File: src/hw/sfs_pkg.sv
// What this block does
// - Idle: frame-select held High, transmit line Low with its driver disabled.
// - Idle serial clock rests at the polarity bit's level, Low in command mode.
// - Idle clock driver enabled as master, disabled as slave.
// - Enabled master with pending word drops frame-select and enables transmit driver.
// - Phase 0: master data half period after select falls, edge half later.
// - Polarity 0 phase 0: sample on rising, change on falling edges.
// - Phase 1: data and first edge half period after select falls.
// - Polarity 1 phase 0: sample on falling, change on rising edges.
// - Single word: select rises one period after the last sample.
// - Phase 0 back-to-back: select pulses High between words.
// - Phase 1 back-to-back: select stays Low between words.
// - Continuous transfer ends with select High one period after last sample.
// - Command frames open with an 8-bit control word; nothing received meanwhile.
// - Pending control byte starts a frame; select fall loads shifter, MSB out.
// - Select Low for whole command frame; receive line undriven during control.
// - Control latched rising, response driven falling, device latches rising.
// - Single command frame: select rises one period after last bit, word stored.
// - Continuous command frames: select Low, next control follows last response bit.
// - As command slave, first bit sampled on first rising edge after select falls.
// - Words shift out MSB first, 4 to 16 bits long.
package sfs_pkg;
    localparam int ADDR_W = 12;
    localparam int DATA_W = 32;
    localparam int WORD_W = 16;
    localparam int T_W    = 6;

    localparam logic [ADDR_W-1:0] OFS_CTRL   = 12'h000;
    localparam logic [ADDR_W-1:0] OFS_TXDATA = 12'h004;
    localparam logic [ADDR_W-1:0] OFS_RXDATA = 12'h008;
    localparam logic [ADDR_W-1:0] OFS_STATUS = 12'h00c;

    localparam int CTRL_EN_BIT  = 0;
    localparam int CTRL_SLV_BIT = 1;
    localparam int CTRL_CR_BIT  = 2;
    localparam int CTRL_POL_BIT = 3;
    localparam int CTRL_PHA_BIT = 4;
    localparam int CTRL_SZ_LSB  = 8;
    localparam int CTRL_DIV_LSB = 16;
    localparam int SZ_W         = 4;
    localparam int DIV_W        = 8;
    localparam int STAT_OVR_BIT = 3;

    localparam logic [SZ_W-1:0] SIZE_MIN_CODE = 4'h3;
    localparam int              CTRL_BITS     = 8;

    localparam logic [T_W-1:0] T_ONE          = 6'h01;
    localparam logic [T_W-1:0] SPI_FIRST_SAMP = 6'h02;
    localparam logic [T_W-1:0] FSS_TRAIL      = 6'h02;
    localparam logic [T_W-1:0] CR_CTRL_EDGES  = 6'h10;
    localparam logic [T_W-1:0] CR_RESP_FIRST  = 6'h13;
    localparam logic [T_W-1:0] CR_LAST_OFS    = 6'h11;

    localparam logic [1:0] RESP_OKAY   = 2'b00;
    localparam logic [1:0] RESP_SLVERR = 2'b10;

    typedef enum logic [1:0] {
        SFS_IDLE = 2'b00,
        SFS_RUN  = 2'b01,
        SFS_END  = 2'b11
    } sfs_state_type;
endpackage : sfs_pkg

File: src/hw/sfs_pin_if.sv
`timescale 1ns/1ps
interface sfs_pin_if;
    logic clk_lvl;
    logic clk_rise;
    logic clk_fall;
    logic fss_lvl;
    logic fss_rise;
    logic fss_fall;
    logic rx_lvl;

    modport src (output clk_lvl, clk_rise, clk_fall, fss_lvl, fss_rise, fss_fall, rx_lvl);
    modport dst (input  clk_lvl, clk_rise, clk_fall, fss_lvl, fss_rise, fss_fall, rx_lvl);
endinterface : sfs_pin_if

File: src/hw/sfs_pin_sync.sv
`timescale 1ns/1ps
module sfs_pin_sync (
    // Clock and reset
    input  wire logic clk_sys_in,
    input  wire logic rst_n_in,
    // Raw pins
    input  wire logic serial_clock_pin_in,
    input  wire logic frame_select_pin_in,
    input  wire logic rx_data_pin_in,
    // Synchronised levels and edges
    sfs_pin_if.src    pins
);
    // Bit 0 serial clock, bit 1 frame-select, bit 2 receive data.
    typedef struct packed {
        logic [2:0] meta;
        logic [2:0] sync;
        logic [1:0] last;
    } sfs_sync_type;

    sfs_sync_type s_r;
    sfs_sync_type s_nxt;

    always_comb begin
        s_nxt      = s_r;
        s_nxt.meta = {rx_data_pin_in, frame_select_pin_in, serial_clock_pin_in};
        s_nxt.sync = s_r.meta;
        s_nxt.last = s_r.sync[1:0];
    end

    always_ff @(posedge clk_sys_in or negedge rst_n_in) begin
        if (!rst_n_in) begin
            s_r <= '0;
        end else begin
            s_r <= s_nxt;
        end
    end

    // Edges compare the second stage with a third; the first stage feeds nothing else.
    assign pins.clk_lvl  = s_r.sync[0];
    assign pins.clk_rise = s_r.sync[0] & ~s_r.last[0];
    assign pins.clk_fall = ~s_r.sync[0] & s_r.last[0];
    assign pins.fss_lvl  = s_r.sync[1];
    assign pins.fss_rise = s_r.sync[1] & ~s_r.last[1];
    assign pins.fss_fall = ~s_r.sync[1] & s_r.last[1];
    assign pins.rx_lvl   = s_r.sync[2];
endmodule : sfs_pin_sync

File: src/hw/sfs_spi_frame_sequencer.sv
// Implementation choices: the AXI4-Lite slave port and the register addresses.
`timescale 1ns/1ps
module sfs_spi_frame_sequencer (
    // Clock and reset
    input  wire logic                        clk_sys_in,
    input  wire logic                        rst_n_in,
    // AXI4-Lite write address and data
    input  wire logic                        s_axi_awvalid_in,
    output wire logic                        s_axi_awready_out,
    input  wire logic [sfs_pkg::ADDR_W-1:0]  s_axi_awaddr_in,
    input  wire logic                        s_axi_wvalid_in,
    output wire logic                        s_axi_wready_out,
    input  wire logic [sfs_pkg::DATA_W-1:0]  s_axi_wdata_in,
    input  wire logic [3:0]                  s_axi_wstrb_in,
    // AXI4-Lite write response
    output wire logic                        s_axi_bvalid_out,
    input  wire logic                        s_axi_bready_in,
    output wire logic [1:0]                  s_axi_bresp_out,
    // AXI4-Lite read
    input  wire logic                        s_axi_arvalid_in,
    output wire logic                        s_axi_arready_out,
    input  wire logic [sfs_pkg::ADDR_W-1:0]  s_axi_araddr_in,
    output wire logic                        s_axi_rvalid_out,
    input  wire logic                        s_axi_rready_in,
    output wire logic [sfs_pkg::DATA_W-1:0]  s_axi_rdata_out,
    output wire logic [1:0]                  s_axi_rresp_out,
    // Serial pins
    input  wire logic                        serial_clock_pin_in,
    output wire logic                        serial_clock_pin_out,
    output wire logic                        serial_clock_pin_oe_out,
    input  wire logic                        frame_select_pin_in,
    output wire logic                        frame_select_pin_out,
    output wire logic                        frame_select_pin_oe_out,
    output wire logic                        tx_data_pin_out,
    output wire logic                        tx_data_pin_oe_out,
    input  wire logic                        rx_data_pin_in
);
    typedef struct packed {
        sfs_pkg::sfs_state_type          st;
        logic [sfs_pkg::T_W-1:0]         t;
        logic [sfs_pkg::DIV_W-1:0]       hcnt;
        logic [sfs_pkg::WORD_W-1:0]      word;
        logic [sfs_pkg::WORD_W-1:0]      rxsh;
        logic [sfs_pkg::WORD_W-1:0]      txh;
        logic [sfs_pkg::WORD_W-1:0]      rxh;
        logic                            txv;
        logic                            rxv;
        logic                            ovr;
        logic                            en;
        logic                            slv;
        logic                            cr;
        logic                            pol;
        logic                            pha;
        logic [sfs_pkg::SZ_W-1:0]        sz;
        logic [sfs_pkg::DIV_W-1:0]       div;
        logic                            clk_o;
        logic                            clk_oe;
        logic                            fss_o;
        logic                            fss_oe;
        logic                            tx_o;
        logic                            tx_oe;
        logic                            aw_free;
        logic                            w_free;
        logic                            ar_free;
        logic                            bvalid;
        logic                            rvalid;
        logic [1:0]                      bresp;
        logic [1:0]                      rresp;
        logic [sfs_pkg::DATA_W-1:0]      rdata;
        logic [sfs_pkg::ADDR_W-1:0]      awa;
        logic [sfs_pkg::DATA_W-1:0]      wd;
        logic [3:0]                      ws;
    } sfs_regs_type;

    sfs_regs_type s_r;
    sfs_regs_type s_nxt;

    sfs_pin_if pins ();

    sfs_pin_sync u_sync (
        .clk_sys_in          (clk_sys_in),
        .rst_n_in            (rst_n_in),
        .serial_clock_pin_in (serial_clock_pin_in),
        .frame_select_pin_in (frame_select_pin_in),
        .rx_data_pin_in      (rx_data_pin_in),
        .pins                (pins.src)
    );

    logic                        tick;
    logic                        pol_eff;
    logic                        samp_rise;
    logic                        samp_e;
    logic                        drv_e;
    logic                        push;
    logic [sfs_pkg::T_W-1:0]     nt;
    logic [sfs_pkg::T_W-1:0]     n2;
    logic [sfs_pkg::T_W-1:0]     cr_last;
    logic [4:0]                  nbits;
    logic [sfs_pkg::WORD_W-1:0]  rx_next;
    logic [sfs_pkg::WORD_W-1:0]  push_val;
    logic [sfs_pkg::WORD_W-1:0]  src_word;
    logic [sfs_pkg::SZ_W-1:0]    sz_wr;

    always_comb begin
        s_nxt    = s_r;
        tick     = (s_r.hcnt == '0);
        nt       = s_r.t + sfs_pkg::T_ONE;
        nbits    = {1'b0, s_r.sz} + 5'h01;
        n2       = {nbits, 1'b0};
        cr_last  = n2 + sfs_pkg::CR_LAST_OFS;
        pol_eff  = s_r.pol & ~s_r.cr;
        rx_next  = {s_r.rxsh[sfs_pkg::WORD_W-2:0], pins.rx_lvl};
        push     = 1'b0;
        push_val = rx_next;
        src_word = s_r.txv ? s_r.txh : '0;
        sz_wr    = s_r.wd[sfs_pkg::CTRL_SZ_LSB +: sfs_pkg::SZ_W];
        if (sz_wr < sfs_pkg::SIZE_MIN_CODE) begin
            sz_wr = sfs_pkg::SIZE_MIN_CODE;
        end
        samp_rise = s_r.cr | (s_r.pol == s_r.pha);
        samp_e    = samp_rise ? pins.clk_rise : pins.clk_fall;
        drv_e     = samp_rise ? pins.clk_fall : pins.clk_rise;

        // Register writes run once both address and data are held.
        if (s_r.aw_free && s_axi_awvalid_in) begin
            s_nxt.aw_free = 1'b0;
            s_nxt.awa     = s_axi_awaddr_in;
        end
        if (s_r.w_free && s_axi_wvalid_in) begin
            s_nxt.w_free = 1'b0;
            s_nxt.wd     = s_axi_wdata_in;
            s_nxt.ws     = s_axi_wstrb_in;
        end
        if (!s_r.aw_free && !s_r.w_free && !s_r.bvalid) begin
            s_nxt.bvalid  = 1'b1;
            s_nxt.aw_free = 1'b1;
            s_nxt.w_free  = 1'b1;
            s_nxt.bresp   = sfs_pkg::RESP_OKAY;
            if (s_r.awa == sfs_pkg::OFS_CTRL) begin
                if (s_r.ws[0]) begin
                    s_nxt.en  = s_r.wd[sfs_pkg::CTRL_EN_BIT];
                    s_nxt.slv = s_r.wd[sfs_pkg::CTRL_SLV_BIT];
                    s_nxt.cr  = s_r.wd[sfs_pkg::CTRL_CR_BIT];
                    s_nxt.pol = s_r.wd[sfs_pkg::CTRL_POL_BIT];
                    s_nxt.pha = s_r.wd[sfs_pkg::CTRL_PHA_BIT];
                end
                if (s_r.ws[1]) begin
                    s_nxt.sz = sz_wr;
                end
                if (s_r.ws[2]) begin
                    s_nxt.div = s_r.wd[sfs_pkg::CTRL_DIV_LSB +: sfs_pkg::DIV_W];
                end
            end else if (s_r.awa == sfs_pkg::OFS_TXDATA) begin
                // A write while a word is still pending is dropped; poll the full flag.
                if (!s_r.txv) begin
                    s_nxt.txh = s_r.wd[sfs_pkg::WORD_W-1:0];
                    s_nxt.txv = 1'b1;
                end
            end else if (s_r.awa == sfs_pkg::OFS_STATUS) begin
                if (s_r.wd[sfs_pkg::STAT_OVR_BIT]) begin
                    s_nxt.ovr = 1'b0;
                end
            end else if (s_r.awa != sfs_pkg::OFS_RXDATA) begin
                s_nxt.bresp = sfs_pkg::RESP_SLVERR;
            end
        end
        if (s_r.bvalid && s_axi_bready_in) begin
            s_nxt.bvalid = 1'b0;
        end

        // Register reads; reading the receive word frees it.
        if (s_r.ar_free && s_axi_arvalid_in) begin
            s_nxt.ar_free = 1'b0;
            s_nxt.rvalid  = 1'b1;
            s_nxt.rresp   = sfs_pkg::RESP_OKAY;
            s_nxt.rdata   = '0;
            if (s_axi_araddr_in == sfs_pkg::OFS_CTRL) begin
                s_nxt.rdata = {8'h00, s_r.div, 4'h0, s_r.sz, 3'h0,
                               s_r.pha, s_r.pol, s_r.cr, s_r.slv, s_r.en};
            end else if (s_axi_araddr_in == sfs_pkg::OFS_TXDATA) begin
                s_nxt.rdata = {16'h0000, s_r.txh};
            end else if (s_axi_araddr_in == sfs_pkg::OFS_RXDATA) begin
                s_nxt.rdata = {16'h0000, s_r.rxh};
                s_nxt.rxv   = 1'b0;
            end else if (s_axi_araddr_in == sfs_pkg::OFS_STATUS) begin
                s_nxt.rdata = {28'h0000000, s_r.ovr,
                               (s_r.st != sfs_pkg::SFS_IDLE) | (s_r.slv & ~pins.fss_lvl),
                               s_r.rxv, s_r.txv};
            end else begin
                s_nxt.rresp = sfs_pkg::RESP_SLVERR;
            end
        end else if (s_r.rvalid && s_axi_rready_in) begin
            s_nxt.rvalid  = 1'b0;
            s_nxt.ar_free = 1'b1;
        end

        if (!s_r.en) begin
            s_nxt.st     = sfs_pkg::SFS_IDLE;
            s_nxt.clk_o  = pol_eff;
            s_nxt.clk_oe = ~s_r.slv;
            s_nxt.fss_o  = 1'b1;
            s_nxt.fss_oe = ~s_r.slv;
            s_nxt.tx_o   = 1'b0;
            s_nxt.tx_oe  = 1'b0;
        end else if (s_r.slv) begin
            // Slave: pin edges seen through the synchroniser drive the shifter.
            s_nxt.st     = sfs_pkg::SFS_IDLE;
            s_nxt.clk_oe = 1'b0;
            s_nxt.fss_oe = 1'b0;
            if (pins.fss_fall) begin
                s_nxt.t     = '0;
                s_nxt.tx_oe = 1'b1;
                s_nxt.word  = src_word;
                s_nxt.txv   = s_nxt.txv & ~s_r.txv;
                s_nxt.rxsh  = '0;
                if (!s_r.pha || s_r.cr) begin
                    s_nxt.tx_o = src_word[s_r.sz];
                    s_nxt.word = src_word << 1;
                end
            end else if (!pins.fss_lvl) begin
                if (samp_e) begin
                    s_nxt.rxsh = rx_next;
                    s_nxt.t    = nt;
                    if (nt == {1'b0, nbits}) begin
                        push  = 1'b1;
                        s_nxt.t = '0;
                        if (s_r.pha && !s_r.cr) begin
                            s_nxt.word = src_word;
                            s_nxt.txv  = s_nxt.txv & ~s_r.txv;
                        end
                    end
                end else if (drv_e) begin
                    s_nxt.tx_o = s_r.word[s_r.sz];
                    s_nxt.word = s_r.word << 1;
                end
            end
            if (pins.fss_rise) begin
                s_nxt.tx_o  = 1'b0;
                s_nxt.tx_oe = 1'b0;
            end
        end else begin
            s_nxt.clk_oe = 1'b1;
            s_nxt.fss_oe = 1'b1;
            if (s_r.st != sfs_pkg::SFS_IDLE) begin
                s_nxt.hcnt = tick ? s_r.div : s_r.hcnt - 8'h01;
            end
            case (s_r.st)
                sfs_pkg::SFS_IDLE: begin
                    s_nxt.clk_o = pol_eff;
                    s_nxt.fss_o = 1'b1;
                    s_nxt.tx_o  = 1'b0;
                    s_nxt.tx_oe = 1'b0;
                    if (s_r.txv) begin
                        s_nxt.st    = sfs_pkg::SFS_RUN;
                        s_nxt.t     = '0;
                        s_nxt.hcnt  = s_r.div;
                        s_nxt.fss_o = 1'b0;
                        s_nxt.tx_oe = 1'b1;
                        s_nxt.txv   = 1'b0;
                        s_nxt.rxsh  = '0;
                        s_nxt.word  = s_r.txh;
                        if (s_r.cr) begin
                            s_nxt.tx_o = s_r.txh[sfs_pkg::CTRL_BITS-1];
                            s_nxt.word = s_r.txh << 1;
                        end
                    end
                end
                sfs_pkg::SFS_RUN: begin
                    if (tick && !s_r.cr) begin
                        s_nxt.t = nt;
                        // Half period steps: odd steps drive, even steps sample.
                        s_nxt.clk_o = s_r.pol ^ (s_r.pha ? (nt[0] && nt < n2)
                            : (!nt[0] && nt >= sfs_pkg::SPI_FIRST_SAMP && nt <= n2));
                        if (nt[0] && nt < n2) begin
                            s_nxt.tx_o = s_r.word[s_r.sz];
                            s_nxt.word = s_r.word << 1;
                        end
                        if (!nt[0] && nt >= sfs_pkg::SPI_FIRST_SAMP && nt <= n2) begin
                            s_nxt.rxsh = rx_next;
                        end
                        if (nt == n2) begin
                            push = 1'b1;
                            if (s_r.pha && s_r.txv) begin
                                s_nxt.t    = '0;
                                s_nxt.word = s_r.txh;
                                s_nxt.txv  = 1'b0;
                                s_nxt.rxsh = '0;
                            end
                        end
                        if (nt == n2 + sfs_pkg::FSS_TRAIL) begin
                            s_nxt.st    = sfs_pkg::SFS_END;
                            s_nxt.fss_o = 1'b1;
                            s_nxt.tx_o  = 1'b0;
                            s_nxt.tx_oe = 1'b0;
                        end
                    end else if (tick) begin
                        s_nxt.t     = nt;
                        s_nxt.clk_o = nt[0] && nt <= cr_last;
                        if (!nt[0] && nt < sfs_pkg::CR_CTRL_EDGES) begin
                            s_nxt.tx_o = s_r.word[sfs_pkg::CTRL_BITS-1];
                            s_nxt.word = s_r.word << 1;
                        end
                        if (nt == sfs_pkg::CR_CTRL_EDGES) begin
                            s_nxt.tx_o = 1'b0;
                        end
                        if (nt[0] && nt >= sfs_pkg::CR_RESP_FIRST && nt <= cr_last) begin
                            s_nxt.rxsh = rx_next;
                        end
                        if (nt == cr_last + sfs_pkg::T_ONE && s_r.txv) begin
                            push       = 1'b1;
                            push_val   = s_r.rxsh;
                            s_nxt.t    = '0;
                            s_nxt.tx_o = s_r.txh[sfs_pkg::CTRL_BITS-1];
                            s_nxt.word = s_r.txh << 1;
                            s_nxt.txv  = 1'b0;
                            s_nxt.rxsh = '0;
                        end
                        if (nt == cr_last + sfs_pkg::FSS_TRAIL) begin
                            push        = 1'b1;
                            push_val    = s_r.rxsh;
                            s_nxt.st    = sfs_pkg::SFS_END;
                            s_nxt.fss_o = 1'b1;
                            s_nxt.tx_oe = 1'b0;
                        end
                    end
                end
                sfs_pkg::SFS_END: begin
                    // A half period of High before the next frame may open.
                    if (tick) begin
                        s_nxt.st = sfs_pkg::SFS_IDLE;
                    end
                end
                default: begin
                    s_nxt.st = sfs_pkg::SFS_IDLE;
                end
            endcase
        end

        // The received word wins over a read in the same cycle; an unread one is kept.
        if (push) begin
            if (s_nxt.rxv) begin
                s_nxt.ovr = 1'b1;
            end else begin
                s_nxt.rxh = push_val;
            end
            s_nxt.rxv = 1'b1;
        end
    end

    always_ff @(posedge clk_sys_in or negedge rst_n_in) begin
        if (!rst_n_in) begin
            s_r         <= '0;
            s_r.sz      <= sfs_pkg::SIZE_MIN_CODE;
            s_r.clk_oe  <= 1'b1;
            s_r.fss_o   <= 1'b1;
            s_r.fss_oe  <= 1'b1;
            s_r.aw_free <= 1'b1;
            s_r.w_free  <= 1'b1;
            s_r.ar_free <= 1'b1;
        end else begin
            s_r <= s_nxt;
        end
    end

    assign s_axi_awready_out       = s_r.aw_free;
    assign s_axi_wready_out        = s_r.w_free;
    assign s_axi_bvalid_out        = s_r.bvalid;
    assign s_axi_bresp_out         = s_r.bresp;
    assign s_axi_arready_out       = s_r.ar_free;
    assign s_axi_rvalid_out        = s_r.rvalid;
    assign s_axi_rdata_out         = s_r.rdata;
    assign s_axi_rresp_out         = s_r.rresp;
    assign serial_clock_pin_out    = s_r.clk_o;
    assign serial_clock_pin_oe_out = s_r.clk_oe;
    assign frame_select_pin_out    = s_r.fss_o;
    assign frame_select_pin_oe_out = s_r.fss_oe;
    assign tx_data_pin_out         = s_r.tx_o;
    assign tx_data_pin_oe_out      = s_r.tx_oe;
endmodule : sfs_spi_frame_sequencer

File: config.mk
export PLATFORM = sky130hd
export DESIGN_NAME = sfs_spi_frame_sequencer
export DESIGN_NICKNAME = d
export VERILOG_FILES = /design/src/hw/sfs_pkg.sv /design/src/hw/sfs_pin_if.sv /design/src/hw/sfs_pin_sync.sv /design/src/hw/sfs_spi_frame_sequencer.sv
export SDC_FILE = /design/constraint.sdc
export NUM_CORES = 1
export LEC_CHECK = 0
export BUFFER_PORTS_ARGS = -buffer_cell sky130_fd_sc_hd__buf_2
export CORE_MARGIN = 3
export CORE_UTILIZATION = 40
export CTS_CLUSTER_SIZE = 14
export DETAILED_ROUTE_END_ITERATION = 12
export PLACE_DENSITY = 0.66
export SLEW_MARGIN = 20
export SYNTH_ARGS = -nofsm -noshare
export SYNTH_HDL_FRONTEND = slang
export SYNTH_SLANG_ARGS = --single-unit
File: constraint.sdc
create_clock -name clk_sys_in -period 4.6 [get_ports clk_sys_in]
set_input_delay 0.46 -clock clk_sys_in [delete_from_list [all_inputs] [get_ports clk_sys_in]]
set_output_delay 0.46 -clock clk_sys_in [all_outputs]
set_load 0.01 [all_outputs]
==> metrics.csv <==
stage,metric,value,unit
place,place_hpwl,19900,µm
synthesis,synth_top_family_by_area,multiplexers,
synthesis,ys_ff_latch,184,
cts,cts.clk_slew.worst_paths,0.07,ns
setup_path,cp_max_fo,7,
pwr,leakage,5.45,nW
place,gp_congestion,0.947,
synthesis,synth_area,0.0108,mm²
synthesis,yosys_most_used_dff,dfrtp_1,
cts,postCtsSetupBuffers,0,
place,dp_cells,1428,
status,status,finished clean,
final_layout,area_growth,10.6,%
global_route,antenna_found_initial,0,
setup_path,reg2reg_depth,12,
timing,finalCriticalPeriod,3.86,ns
setup_path,slowest_stage,nor3_1,
timing,fin_setup_tns,0,ns
floorplan,rows,59,
pwr,p_int,2.82,mW
place,post_dp_cell_area,0.0114,mm²
worst_hold_path,hold_path.class,input pin to async pin,
detailed_routing,detail_route.wl_per_cell,19.3,µm
pwr,power.total,3.92,mW
floorplan,design.core.area,0.0264,mm²
final_layout,fillerInstances,2448,
timing,relSlewSlack,28.6,%
synthesis,muxShareOfSynthArea,19.0,%
final_layout,antenna_cells,0,
timing,setup_viol,0,
cts,cts_buffer_depth,2,
synthesis,ys_types,75,
place,port_buffers,97,
timing,post-route-period-util,84.0,%
setup_path,startpoint_type,flop,
timing,skew,0.0151,ns
cts,cts_tree,done,
setup_path,timing.critical_path.from,s_r[189],
pwr,ir_worst_vdd,0.000255,V
final_layout,final_common_cell,dfrtp_1,
cts,clkLatencyLatePin,0.44,ns
global_route,grt_max_degree,102,
floorplan,die_h,171,µm
cts,postCtsHoldBufs,0,
global_route,grt_pass1_wl,45800,µm
timing,max_freq,0.259,GHz
setup_path,cp-end-kind,flop,
final_layout,final_cells,1460,
setup_path,path_cells,nand3_1 > nor3_1 > nor2_1 > inv_2 > ha_1 > nor2b_1 > o311a_1 > a311oi_1 > o221ai_1 > o311ai_0 > and2_1 > a22o_1,
synthesis,async_reset_ff_share,100,%
synthesis,synth_edf_count,0,
final_layout,nets,1196,
synthesis,synth_fa_ha_area_share,1.62,%
detailed_routing,drtPass1Iterations,8,
setup_path,cp.required,4.97,ns
pwr,powerDensity,327,mW/mm²
floorplan,io_pins,117,
detailed_routing,drcViolationCount,0,
pwr,p_comb_share,12.6,%
global_route,grt_pass1_vias,8186,
setup_path,slowest_delay,0.51,ns
timing,hold_violations,0,
cts,cts.sinks,184,
synthesis,netlist_instances,1068,
floorplan,initial_core_util,41.1,%
synthesis,ys_warn_count,0,
floorplan,dieArea,0.0291,mm²
cts,ctsResizeCount,0,
final_layout,multi_input_area,0.00560,mm²
timing,rsz0062_at_grt,false,
floorplan,die_x,171,µm
pwr,clkPwrFrac,36.8,%
timing,worstMarginPinSlew,1.07,ns
global_route,grt_overflow_total,0,
detailed_routing,ant_nets,0,
cts,cts_root_buffer,clkbuf_16,
final_layout,final_cell_mix,"dfrtp_1 (176), nand2_1 (128), mux2_2 (121)",
detailed_routing,vias,8559,
pwr,power.switching,1.10,mW
detailed_routing,first_iter_violations,910,
detailed_routing,viasPerCell,5.86,
detailed_routing,finalWirelength,28200,µm
cts,cts_buffers,17,
synthesis,synth_compound_area_share,15.9,%
setup_path,rr_startpoint,s_r[189],
cts,htree_levels,4,
run,drv_cap,0,
setup_path,critical_path_class,flop to flop,
synthesis,yosysSeqAreaShare,42.6,%
synthesis,synthSimpleGateAreaFrac,12.8,%
final_layout,layout-drive-gt1-share,27.9,%
setup_path,worst-endpoint-arrival,4.24,ns
pwr,seq_power_share,50.6,%
synthesis,avgSynthCellArea,10.1,µm²
final_layout,final-seq-area,0.00461,mm²
final_layout,stdcell_area,0.0120,mm²
synthesis,synth_xor_area_share,1.92,%
timing,finalMaxSlewViolations,0,
pwr,sw_frac_of_total,28.1,%
global_route,grt_usage,19.8,%
synth_stat cells (all sizes together) (4+ instances only):
cell | instances | area (µm²)
o21ai | 59 | 303
o211ai | 15 | 113
dfstp | 8 | 210
a222oi | 10 | 100
a22o | 19 | 166
xnor2 | 9 | 93.8
nand3b | 6 | 45.0
and3 | 6 | 37.5
buf | 57 | 390
nor4 | 9 | 56.3
a31oi | 10 | 62.6
nor3 | 19 | 100
clkbuf | 49 | 184
a22oi | 10 | 75.1
a211oi | 11 | 82.6
nor2b | 18 | 113
a21oi | 37 | 185
o311ai | 4 | 35.0
nand4 | 6 | 37.5
dfrtp | 176 | 4400
xor2 | 6 | 67.6
nand2 | 128 | 480
nand3 | 18 | 95.1
o21a | 4 | 30.0
a2bb2oi | 7 | 61.3
nor2 | 63 | 236
a211o | 13 | 114
inv | 24 | 90.1
mux2i | 37 | 370
ha | 14 | 175
o22ai | 7 | 43.8
o31ai | 14 | 105
mux4 | 12 | 270
nand2b | 11 | 68.8
mux2 | 126 | 1420
state kept, by name, summed over array words and instances (netlist names), 2 cells and up:
register / cells
s_r: 124
s_axi_rdata_out: 24
rx_next: 15
u_sync.s_nxt: 3
u_sync.s_r: 2
logic make-up after synthesis:
family / after synthesis
adders and majority gates: 14
DFF: 184
AOI/OAI and AO/OA: 247
muxes: 175
and+or+nand+nor: 299
buffers and inverters: 131
xor gates and xnor gates: 17
other: 1
per-stage QoR:
stage / setup slack, ns / util (%) / hold WS (ns)
after floorplan: 1.20 / - / 0.164
after global placement: 0.857 / 43.3 / 0.337
after detailed placement: 0.799 / 43.3 / 0.336
after CTS: 0.779 / 45.5 / 0.118
after global routing: 0.467 / 45.5 / 0.122
final: 0.736 / 45.5 / 0.0953
final timing paths:
path	to	slack (ns)
max	rx_next[6]	0.74
min	s_axi_rvalid_out	0.1
max reg2reg	rx_next[6]	0.74
min reg2reg	u_sync.pins.clk_lvl	0.36
max in group asynchronous	s_r[125]	3.44
min in group clk_sys_in	u_sync.s_nxt[2]	0.13
layer usage:
metal | global-route usage (%) | vias to the layer above | part of all wire (%)
met5 | 0 | - | 0
li1 | - | 3953 | -
met4 | 4.80 | 0 | 1.3
met3 | 4.55 | 31 | 7.7
met2 | 30.7 | 330 | 45
met1 | 28.3 | 4245 | 46
cell type report:
class	count	area share (%)
clock inverter	15	1.30
inverter	25	0.783
timing repair buffer	122	5.69
multi-input combinational	762	46.7
clock buffer	17	3.55
sequential	184	38.5
tap	335	3.50
critical path, delay by kind of cell (launching register included):
kind | cells | cell delay [ns]
fa+ha+maj | 1 | 0.26
compound gates | 5 | 1.54
buf+inv | 1 | 0.17
simple gates | 5 | 1.40
flops | 1 | 0.44
power by group through the flow:
stage / combinational [mW] / clock (mW) / sequential [mW]
floorplan: 0.366 / 0 / 1.96
global placement: 0.490 / 0 / 2.01
detailed placement: 0.502 / 0 / 2.01
CTS: 0.504 / 1.48 / 1.98
global route: 0.558 / 1.54 / 2.01
finish: 0.496 / 1.44 / 1.98
Power figures use the tool's default switching activity.
